--- src/pkg/pcr_pkg.sv ---
// Constants, modes and carried state of the coefficient, result and history register block
package pcr_pkg;

    localparam int unsigned PCR_CLK_MHZ = 125;

    // Byte addresses on the register bus, one aligned word each
    localparam logic [7:0] PCR_OFS_DERIV_COEF_HIGH = 8'h00;
    localparam logic [7:0] PCR_OFS_DERIV_COEF_LOW = 8'h04;
    localparam logic [7:0] PCR_OFS_RESULT_UPPER = 8'h08;
    localparam logic [7:0] PCR_OFS_RESULT_BYTE3 = 8'h0c;
    localparam logic [7:0] PCR_OFS_RESULT_BYTE2 = 8'h10;
    localparam logic [7:0] PCR_OFS_RESULT_BYTE1 = 8'h14;
    localparam logic [7:0] PCR_OFS_RESULT_BYTE0 = 8'h18;
    localparam logic [7:0] PCR_OFS_PREV_ERROR_A_UPPER = 8'h1c;
    localparam logic [7:0] PCR_OFS_PREV_ERROR_A_HIGH = 8'h20;
    localparam logic [7:0] PCR_OFS_PREV_ERROR_A_LOW = 8'h24;
    localparam logic [7:0] PCR_OFS_PREV_ERROR_B_UPPER = 8'h28;
    localparam logic [7:0] PCR_OFS_PREV_ERROR_B_HIGH = 8'h2c;
    localparam logic [7:0] PCR_OFS_PREV_ERROR_B_LOW = 8'h30;

    // Field positions
    localparam int unsigned PCR_RESULT_W = 36;
    localparam int unsigned PCR_ERR_W = 17;
    localparam int unsigned PCR_COEF_W = 16;
    localparam int unsigned PCR_RESULT_UPPER_MSB = 35;
    localparam int unsigned PCR_RESULT_UPPER_LSB = 32;
    localparam int unsigned PCR_ERR_BIT16 = 16;

    // Values after reset
    localparam logic [15:0] PCR_RST_COEF = 16'h0000;
    localparam logic [35:0] PCR_RST_RESULT = 36'h0_0000_0000;
    localparam logic [16:0] PCR_RST_ERR = 17'h0_0000;
    localparam logic [31:0] PCR_RST_PRDATA = 32'h0000_0000;

    // Mode field: bit 1 signed operands, bit 0 accumulate
    localparam logic [2:0] PCR_MODE_PID = 3'h5;
    localparam int unsigned PCR_MODE_SIGNED_BIT = 1;
    localparam int unsigned PCR_MODE_ACCUM_BIT = 0;

    // Multiply steps of one PID iteration
    localparam logic [1:0] PCR_PID_LAST_STEP = 2'h2;

    typedef enum logic {
        PCR_IDLE,
        PCR_RUN
    } pcr_state_e;

    typedef struct packed {
        logic [15:0] deriv_coef;
        logic [35:0] result;
        logic [16:0] prev_error_a;
        logic [16:0] prev_error_b;
    } pcr_regs_s;

    typedef struct packed {
        logic [15:0] in_value;
        logic [15:0] set_value;
        logic [15:0] first_coef;
        logic [15:0] second_coef;
    } pcr_operands_s;

endpackage

--- src/design/pcr_calc.sv ---
// Multiply-accumulate sequencer that produces the result and new error histories
`timescale 1ns/1ps
module pcr_calc (
    input wire logic pclk,
    input wire logic presetn,
    input wire logic clk_en,
    input wire logic start,
    input wire logic pid_en,
    input wire logic [2:0] mode,
    input wire pcr_pkg::pcr_operands_s opnd,
    input wire pcr_pkg::pcr_regs_s cur,
    output logic busy,
    output logic done,
    output pcr_pkg::pcr_regs_s upd
);
    import pcr_pkg::*;

    pcr_state_e state_reg;
    pcr_state_e state_next;
    logic [1:0] step_reg;
    logic [1:0] step_next;
    logic pid_reg;
    logic pid_next;
    logic [35:0] acc_reg;
    logic [35:0] acc_next;
    logic [16:0] err_reg;
    logic [16:0] err_next;
    logic [35:0] term;
    logic [35:0] sum;
    logic last;
    logic legal;

    // Signed 18 by 17 product, sign-extended to result width
    function automatic logic [35:0] mul(input logic signed [17:0] a,
                                        input logic signed [16:0] b);
        logic signed [34:0] p;
        p = a * b;
        return {p[34], p};
    endfunction

    function automatic logic [16:0] ext_coef(input logic [15:0] c, input logic sgn);
        return {sgn & c[15], c};
    endfunction

    // Reserved codes 100 and 11x start nothing
    assign legal = (mode == PCR_MODE_PID) || (mode[2] == 1'b0);

    always_comb begin
        logic [16:0] opsum;
        logic sgn;
        opsum = 17'h0_0000;
        sgn = mode[PCR_MODE_SIGNED_BIT];
        if (sgn) begin
            opsum = 17'({opnd.in_value[15], opnd.in_value} + {opnd.set_value[15], opnd.set_value});
        end else begin
            opsum = 17'({1'b0, opnd.in_value} + {1'b0, opnd.set_value});
        end
        term = 36'h0_0000_0000;
        if (!pid_reg) begin
            term = mul({sgn & opsum[16], opsum}, ext_coef(opnd.first_coef, sgn));
        end else begin
            unique case (step_reg)
                2'h0: term = mul({err_reg[16], err_reg}, ext_coef(opnd.first_coef, 1'b1));
                2'h1: term = mul({cur.prev_error_a[16], cur.prev_error_a},
                                 ext_coef(opnd.second_coef, 1'b1));
                default: term = mul({cur.prev_error_b[16], cur.prev_error_b},
                                    ext_coef(cur.deriv_coef, 1'b1));
            endcase
        end
    end

    assign sum = acc_reg + term;
    assign last = (state_reg == PCR_RUN) && (!pid_reg || step_reg == PCR_PID_LAST_STEP);
    assign busy = (state_reg == PCR_RUN);
    assign done = last;

    always_comb begin
        upd = cur;
        upd.result = sum;
        if (pid_reg) begin
            upd.prev_error_a = err_reg;
            upd.prev_error_b = cur.prev_error_a;
        end
    end

    always_comb begin
        state_next = state_reg;
        step_next = step_reg;
        pid_next = pid_reg;
        acc_next = acc_reg;
        err_next = err_reg;
        unique case (state_reg)
            PCR_IDLE: begin
                if (start && pid_en && legal) begin
                    state_next = PCR_RUN;
                    step_next = 2'h0;
                    pid_next = (mode == PCR_MODE_PID);
                    // PID always builds on the prior output
                    if (mode == PCR_MODE_PID || mode[PCR_MODE_ACCUM_BIT]) begin
                        acc_next = cur.result;
                    end else begin
                        acc_next = PCR_RST_RESULT;
                    end
                    err_next = 17'({opnd.in_value[15], opnd.in_value}
                                   - {opnd.set_value[15], opnd.set_value});
                end
            end
            PCR_RUN: begin
                acc_next = sum;
                step_next = 2'(step_reg + 2'h1);
                if (last) begin
                    state_next = PCR_IDLE;
                end
            end
        endcase
    end

    always_ff @(posedge pclk or negedge presetn) begin
        if (!presetn) begin
            state_reg <= PCR_IDLE;
            step_reg <= 2'h0;
            pid_reg <= 1'b0;
            acc_reg <= PCR_RST_RESULT;
            err_reg <= PCR_RST_ERR;
        end else if (clk_en) begin
            state_reg <= state_next;
            step_reg <= step_next;
            pid_reg <= pid_next;
            acc_reg <= acc_next;
            err_reg <= err_next;
        end
    end

endmodule

--- src/design/pcr_regs.sv ---
// APB register file for derivative coefficient, result and error histories
//
// The register addresses and the APB interface to the registers are this design's own decisions.
`timescale 1ns/1ps
module pcr_regs (
    input wire logic pclk,
    input wire logic presetn,
    input wire logic clk_en,
    input wire logic psel,
    input wire logic penable,
    input wire logic pwrite,
    input wire logic [7:0] paddr,
    input wire logic [31:0] pwdata,
    input wire logic [3:0] pstrb,
    output logic [31:0] prdata,
    output logic pready,
    output logic pslverr,
    input wire logic pid_en,
    input wire logic [2:0] mode,
    input wire logic calc_start,
    input wire pcr_pkg::pcr_operands_s opnd,
    output logic busy
);
    import pcr_pkg::*;

    pcr_regs_s regs_reg;
    pcr_regs_s regs_next;
    pcr_regs_s upd;
    logic [31:0] prdata_reg;
    logic [31:0] prdata_next;
    logic err_reg;
    logic err_next;
    logic setup;
    logic wr_en;
    logic done;
    logic [7:0] rd_byte;
    logic rd_hit;
    logic [7:0] wbyte;

    // Address to read byte; hit flags mapped addresses
    function automatic logic [8:0] read_map(input logic [7:0] addr,
                                            input pcr_regs_s r);
        logic [8:0] v;
        v = {1'b1, 8'h00};
        unique case (addr)
            PCR_OFS_DERIV_COEF_HIGH: begin
                v[7:0] = r.deriv_coef[15:8];
            end
            PCR_OFS_DERIV_COEF_LOW: begin
                v[7:0] = r.deriv_coef[7:0];
            end
            PCR_OFS_RESULT_UPPER: begin
                v[7:0] = {4'h0, r.result[35:32]};
            end
            PCR_OFS_RESULT_BYTE3: begin
                v[7:0] = r.result[31:24];
            end
            PCR_OFS_RESULT_BYTE2: begin
                v[7:0] = r.result[23:16];
            end
            PCR_OFS_RESULT_BYTE1: begin
                v[7:0] = r.result[15:8];
            end
            PCR_OFS_RESULT_BYTE0: begin
                v[7:0] = r.result[7:0];
            end
            PCR_OFS_PREV_ERROR_A_UPPER: begin
                v[7:0] = {7'h00, r.prev_error_a[16]};
            end
            PCR_OFS_PREV_ERROR_A_HIGH: begin
                v[7:0] = r.prev_error_a[15:8];
            end
            PCR_OFS_PREV_ERROR_A_LOW: begin
                v[7:0] = r.prev_error_a[7:0];
            end
            PCR_OFS_PREV_ERROR_B_UPPER: begin
                v[7:0] = {7'h00, r.prev_error_b[16]};
            end
            PCR_OFS_PREV_ERROR_B_HIGH: begin
                v[7:0] = r.prev_error_b[15:8];
            end
            PCR_OFS_PREV_ERROR_B_LOW: begin
                v[7:0] = r.prev_error_b[7:0];
            end
            default: begin
                v = 9'h000;
            end
        endcase
        return v;
    endfunction

    pcr_calc pcr_calc_inst (
        .pclk(pclk),
        .presetn(presetn),
        .clk_en(clk_en),
        .start(calc_start),
        .pid_en(pid_en),
        .mode(mode),
        .opnd(opnd),
        .cur(regs_reg),
        .busy(busy),
        .done(done),
        .upd(upd)
    );

    // Frozen clock enable stretches the access phase so no write is lost
    assign pready = clk_en;
    assign setup = psel && !penable;
    assign wr_en = psel && penable && pwrite && clk_en && pstrb[0];
    assign wbyte = pwdata[7:0];
    assign {rd_hit, rd_byte} = read_map(paddr, regs_reg);
    assign prdata = prdata_reg;
    assign pslverr = psel && penable && err_reg;

    // Read data and error are captured in the setup cycle
    always_comb begin
        prdata_next = prdata_reg;
        err_next = err_reg;
        if (setup) begin
            err_next = !rd_hit;
            prdata_next = PCR_RST_PRDATA;
            if (!pwrite) begin
                prdata_next = {24'h00_0000, rd_byte};
            end
        end
    end

    // Completion beats a software write in the same cycle
    always_comb begin
        regs_next = regs_reg;
        if (done) begin
            regs_next = upd;
        end else if (wr_en) begin
            unique case (paddr)
                PCR_OFS_DERIV_COEF_HIGH: begin
                    regs_next.deriv_coef[15:8] = wbyte;
                end
                PCR_OFS_DERIV_COEF_LOW: begin
                    regs_next.deriv_coef[7:0] = wbyte;
                end
                PCR_OFS_RESULT_UPPER: begin
                    regs_next.result[35:32] = wbyte[3:0];
                end
                PCR_OFS_RESULT_BYTE3: begin
                    regs_next.result[31:24] = wbyte;
                end
                PCR_OFS_RESULT_BYTE2: begin
                    regs_next.result[23:16] = wbyte;
                end
                PCR_OFS_RESULT_BYTE1: begin
                    regs_next.result[15:8] = wbyte;
                end
                PCR_OFS_RESULT_BYTE0: begin
                    regs_next.result[7:0] = wbyte;
                end
                PCR_OFS_PREV_ERROR_A_UPPER: begin
                    regs_next.prev_error_a[16] = wbyte[0];
                end
                PCR_OFS_PREV_ERROR_A_HIGH: begin
                    regs_next.prev_error_a[15:8] = wbyte;
                end
                PCR_OFS_PREV_ERROR_A_LOW: begin
                    regs_next.prev_error_a[7:0] = wbyte;
                end
                PCR_OFS_PREV_ERROR_B_UPPER: begin
                    regs_next.prev_error_b[16] = wbyte[0];
                end
                PCR_OFS_PREV_ERROR_B_HIGH: begin
                    regs_next.prev_error_b[15:8] = wbyte;
                end
                PCR_OFS_PREV_ERROR_B_LOW: begin
                    regs_next.prev_error_b[7:0] = wbyte;
                end
                default: begin
                    regs_next = regs_reg;
                end
            endcase
        end
    end

    always_ff @(posedge pclk or negedge presetn) begin
        if (!presetn) begin
            regs_reg.deriv_coef <= PCR_RST_COEF;
            regs_reg.result <= PCR_RST_RESULT;
            regs_reg.prev_error_a <= PCR_RST_ERR;
            regs_reg.prev_error_b <= PCR_RST_ERR;
            prdata_reg <= PCR_RST_PRDATA;
            err_reg <= 1'b0;
        end else if (clk_en) begin
            regs_reg <= regs_next;
            prdata_reg <= prdata_next;
            err_reg <= err_next;
        end
    end

endmodule

--- config.mk ---
export PLATFORM = sky130hd
export DESIGN_NAME = pcr_regs
export DESIGN_NICKNAME = d
export VERILOG_FILES = /design/src/pkg/pcr_pkg.sv /design/src/design/pcr_calc.sv /design/src/design/pcr_regs.sv
export SDC_FILE = /design/constraint.sdc
export NUM_CORES = 2
export LEC_CHECK = 0
export ABC_AREA = 1
export BUFFER_PORTS_ARGS = -buffer_cell sky130_fd_sc_hd__buf_2
export CAP_MARGIN = 20
export CELL_PAD_IN_SITES_DETAIL_PLACEMENT = 1
export CELL_PAD_IN_SITES_GLOBAL_PLACEMENT = 1
export CORE_MARGIN = 2
export CORE_UTILIZATION = 25
export CTS_BUF_LIST = sky130_fd_sc_hd__clkbuf_4 sky130_fd_sc_hd__clkbuf_8 sky130_fd_sc_hd__clkbuf_16
export DETAILED_ROUTE_END_ITERATION = 7
export GPL_TIMING_DRIVEN = 0
export PLACE_DENSITY_LB_ADDON = 0.1
export SYNTH_ARGS = -nofsm -noshare
export SYNTH_HDL_FRONTEND = slang
export SYNTH_SLANG_ARGS = --single-unit
--- constraint.sdc ---
create_clock -name pclk -period 13.9 [get_ports pclk]
set_clock_uncertainty 0.2 [all_clocks]
set_input_delay 2.78 -clock pclk [delete_from_list [all_inputs] [get_ports pclk]]
set_output_delay 2.78 -clock pclk [all_outputs]
set_load 0.05 [all_outputs]
# ---- Word-level counts from Yosys, hierarchy flattened
# Index checks and enable logic that the tools add are counted.
dict set report totals {
  reg_bits 176
  output_inout_bits 35
}
dict set report classes {
  n_addsub 5
  mul 4
  n_eq_ne 17
  mux 28
  n_bitwise 5
  n_reduce_logical 46
}
# operator n
set ops {}
lappend ops {{one-hot mux 36 bit (2 select lines)} 2}
lappend ops {{2-to-1 mux 70 bit} 2}
lappend ops {{2-to-1 mux 36 bit} 3}
lappend ops {{one-hot mux 8 bit (13 select lines)} 1}
lappend ops {{multiplier 17 x 16 -> 33 bit} 3}
lappend ops {{2-to-1 mux 8 bit} 9}
lappend ops {{== test 8 x 6 -> 1 bit (second input constant)} 5}
lappend ops {{adder 36 bit} 1}
lappend ops {{multiplier 18 x 17 -> 35 bit} 1}
lappend ops {{adder 16 x 16 -> 17 bit} 2}
lappend ops {{2-to-1 mux 34 bit} 1}
lappend ops {{== test 8 x 5 -> 1 bit (second input constant)} 4}
lappend ops {{AND reduction 4 bit} 8}
lappend ops {{nonzero test 2 bit} 12}
lappend ops {{AND reduction 3 bit} 6}
lappend ops {{2-to-1 mux 17 bit} 1}
lappend ops {{subtractor 16 x 16 -> 17 bit} 1}
lappend ops {{== test 8 x 4 -> 1 bit (second input constant)} 2}
lappend ops {{OR reduction 13 bit} 1}
lappend ops {{logical AND 1 bit} 9}
lappend ops {{== test 8 x 3 -> 1 bit (second input constant)} 1}
lappend ops {{zero test 8 bit} 1}
lappend ops {{2-to-1 mux 1 bit} 5}
lappend ops {{2-to-1 mux 4 bit} 1}
lappend ops {{other kinds (14)} 23}

# ---- Depth between registers and ports, before layout
dict set report logic_depth {
  depth_word 7
  mapped_depth 58
}

# ---- Cells and area by module
# From an unflattened synthesis, not the netlist that was laid out.
dict set report unflattened {
  cells_unflattened 7516
  area_unflattened_um2 56345.3
}
# mod instances cells_per_inst area_each_um2 seq_area_each_um2
set by_module_without_submodules {}
lappend by_module_without_submodules {pcr_calc 1 6813 51159.1 1426.4}
lappend by_module_without_submodules {pcr_regs 1 703 5186.2 2377.3}

# ---- Worst setup path before layout
# OpenSTA, ideal clock, no wires.
dict set report synth_timing {
  path_kind {input port to flip-flop}
  from {in opnd[32] (netlist bit)}
  to {reg regs_reg[69] (netlist bit)}
  arrival_time_ns 11.619
  required_ns 13.623
  path_slack_ns 2.004
  cell_stages 53
  n_path_buf 3
  path_cell_list {ha_1 -> inv_1 -> fa_1 -> nand3b_1 -> nand2_2 -> nand3_1 -> nand3_2 -> nand2_2 -> inv_2 -> o21ai_2 -> nand2_1 -> nand2_1 -> nand2_1 -> a21oi_2 -> nand2_1 -> nand2_4 -> buf_12 -> nor2_4 -> [... 17 more ...] -> nor4_1 -> a21oi_1 -> or2_2 -> nand3_1 -> nand2_1 -> o21a_1 -> ha_1 -> nand2_1 -> nor3_1 -> nand2_1 -> nor4_1 -> nand3_1 -> nand3_1 -> xor2_1 -> inv_1 -> nand3_1 -> nand3_1 -> a21oi_1}
}
dict set report synth_between {
  elab_chain_cells 7
  elab_cells_between_ends 8
  cone_classes {add/sub (3); mul (1); mux (3); bitwise (1)}
}
# element line
set synth_rtl {}
lappend synth_rtl {{start: declaration} pcr_regs.sv:21} ;# input wire pcr_pkg::pcr_operands_s opnd,
lappend synth_rtl {{adder 16 x 16 -> 17 bit (on tied branches)} {pcr_calc.sv:56, pcr_calc.sv:54}}
lappend synth_rtl {{2-to-1 mux 17 bit (*)} pcr_calc.sv:53} ;# if (sgn) begin
lappend synth_rtl {{bitwise AND 1 bit} pcr_calc.sv:60} ;# term = mul({sgn & opsum[16], opsum}, ext_coef(opnd.first_coef, sgn));
lappend synth_rtl {{multiplier 18 x 17 -> 35 bit (*)} pcr_calc.sv:37} ;# p = a * b;
lappend synth_rtl {{2-to-1 mux 36 bit (*)} pcr_calc.sv:59} ;# if (!pid_reg) begin
lappend synth_rtl {{adder 36 bit (*)} pcr_calc.sv:72} ;# assign sum = acc_reg + term;
lappend synth_rtl {{2-to-1 mux 70 bit (*)} pcr_regs.sv:131} ;# if (done) begin
lappend synth_rtl {{end signal: assignment} pcr_regs.sv:190} ;# regs_reg <= regs_next;
lappend synth_rtl {{end: declaration} pcr_regs.sv:26} ;# pcr_regs_s regs_reg;
# Every way passes the cells marked *; elsewhere a longest branch is shown, timed or not.
# A chain may end at the register's enable or synchronous reset.

# ---- Worst setup path in the final report
dict set report layout_timing {
  from {in opnd[34] (netlist bit)}
  to {reg regs_reg[67] (netlist bit)}
}
# The elaborated chain is that of the path after synthesis.

==> impl_results.md <==
- CTS Buf Count: 17
- Final setup violation count: 0
- Die Wd: 474 um
- Final period util: 94.9%
- Setup TNS: 0 ns
- Top Ports: 154
- 1st-iter DRT viols: 2459
- Pins Over Slew Limit: 0
- Clock transition at path regs: 0.09 ns
- Initial core utilization: 25.1%
- Worst-margin pin slew: 1.16 ns
- Finished Layout Cells: 10200
- Post-synth ARST share: 100%
- FF+latch count, synth: 152
- Peak per-stage delay on the critical path: 0.74 ns
- Routed WL: 234000 um
- Leading area contributor after synthesis: fa_1
- Met1 WL: 113000 um
- Antenna-violating nets left: 0
- Largest cells by area after synthesis: fa_1 (41%), inv_1 (13%), nand2_1 (11%)
- CTS hold repair buffers: 0
- Clk_lat worst skew: 0.51 ns
- CTS tree: built
- Inst Count DP: 10200
- Top routing layer in use: met5
- Placer Congestion: 0.874
- Hold_sp: prdata[7]
- Hold Fails Final Rpt: 0
- RSZ-0062 raised after global routing: no
- CP top delay family: adder cells
- DRT Pass-1 Iters: 7
- Crit path max-delay cell type: nor2_1
- Design area: 60100 um^2
- WL/cell: 22.9 um
- Vias in the first global route: 50800
- First-pass GRT wire length: 350000 um
- Reg area: 3800 um^2
- DP Area: 59400 um^2
- Clock Tree Root: clkbuf_16
- # H-tree levels: 4
- Data required, critical path: 14.11 ns
- Syn Inst Count: 7200
- Reg2reg path depth: 41
- Buf+Inv Stages, Crit Path: 10
- Slew headroom: 22.5%
- Vias per cell: 4.51
- CP arrival: 13.40 ns
- Metal3 WL: 6910 um
- Fin crit period: 13.19 ns
- Synth top area share: 41.1%
- CTS Sinks: 152
- Netlist cell types: 68
- Max Cap Viol: 0
- Drt drc: 0
- Crit path capture type: flip-flop
- All-Layer GR Usage: 21.2%
- DR vias: 46100
- Synth warnings: 0
- Startpoint types: input pin
- Core area: 220000 um^2
- Most frequent cells in the layout: inv_1 (1893), nand2_1 (1571), fa_1 (1134)
- Fill cells: 26700
- # rows: 172
- Worst setup path class: in2reg
- Worst R2R Start: regs_reg[73]
- Synthesized area per cell: 7.67 um^2
- Status: complete, no violations
- Initial antenna violation count: 6
- Hold Crit Depth: 2
- Largest net degree at the start of global routing: 106
- Syn Std Cell Area: 55200 um^2
- Area of the multi-input gates: 43000 um^2
- Number of synthesized flops with an enable pin: 0
- Chip height: 474 um
- DIE AREA: 225000 um^2
- Flop-to-flop setup slack: 2.88 ns
- Proportion of layout cells with a drive suffix above 1: 3.51%
- Most used DFF post-synth: dfrtp_1
- Worst hold endpoint: prdata[7]
- Critical path fanouts, max: 10
- Post-layout util: 27.4%
- Postcts setup bufs: 0
- Maximum clock rate: 75.8 MHz
- Met2 routed WL: 110000 um
- Hold Crit Class: reg2reg
- Commonest non-fill, non-tap cell in the layout: inv_1
- Global route overflow: 0
- Clock buffer depth: 2
- Dpl hpwl: 206000 um
- Worst reg2reg path endpoint: regs_reg[69]
- Post-CTS Resized: 0
- Port Buf Inserts: 77
- Fin nets: 8999
- Sequential fraction of the synthesis area: 6.89%
- Area delta synth->final: 8.83%
- Largest register FFs: 86
==> synth_stat cells (41+ instances only) <==
cell         n
xnor2_1     41
dfrtp_1    152
a21oi_1    359
o21ai_0    193
ha_1       415
inv_1     1893
xor2_1      46
nand3_1    176
fa_1      1134
or2_2       41
nand2_1   1571
clkbuf_1   252
nor2_1     470
==> worst min-delay path, cell delays in order, from the launching register on <==
cell and delay [ns]:
dfrtp_1 0.35, nand2_1 0.05, nand2_1 0.05
==> area by class of cell <==
class | instances | share of cell area, %
multi-input cells | 4831 | 71.5
inverters | 1923 | 12.0
flip-flops and latches | 152 | 6.33
well taps | 2871 | 5.98
plain buffers | 316 | 2.20
repair buffers | 90 | 0.935
clock buffers | 18 | 0.721
clock inverters | 14 | 0.300
diodes | 1 | 0.00416
==> per-stage QoR <==
stage	worst slack, ns	hold WS, ns
2_1_floorplan	2.00	0.248
3_3_place_gp	-0.256	0.269
3_5_place_dp	-0.291	0.271
4_1_cts	0.208	0.294
5_1_grt	0.0213	0.329
6_report	0.712	0.287
==> cell families after synthesis <==
kind of cell             after synthesis  synth area share (%)
adder cells (fa/ha/maj)             1549                  50.5
buffers and inverters               2240                  15.5
other                                  1               0.00679
AO/OA/AOI/OAI                        801                  8.41
flip-flops                           152                  6.89
XOR/XNOR                              88                  1.41
AND/OR/NAND/NOR                     2366                  17.2
multiplexers                           3                0.0589
==> per-layer routing <==
metal  global-route usage [%]  vias to the layer above
met3                     1.43                       97
met5                        0                        -
li1                         -                    21400
met1                     30.2                    23900
met4                     3.88                        4
met2                     35.4                      669
==> worst max-delay path by stage <==
stage / startpoint / end / cells after the start
2_1_floorplan: opnd[32] / regs_reg[69] / 53
3_3_place_gp: opnd[35] / regs_reg[69] / 56
3_5_place_dp: opnd[35] / regs_reg[69] / 56
4_1_cts: opnd[35] / regs_reg[69] / 56
5_1_grt: opnd[35] / regs_reg[69] / 55
6_report: opnd[34] / regs_reg[67] / 43
Power is left out: the tool's default activity adds up to more than one toggle a clock period on the data nets, which glitch-free logic cannot reach.
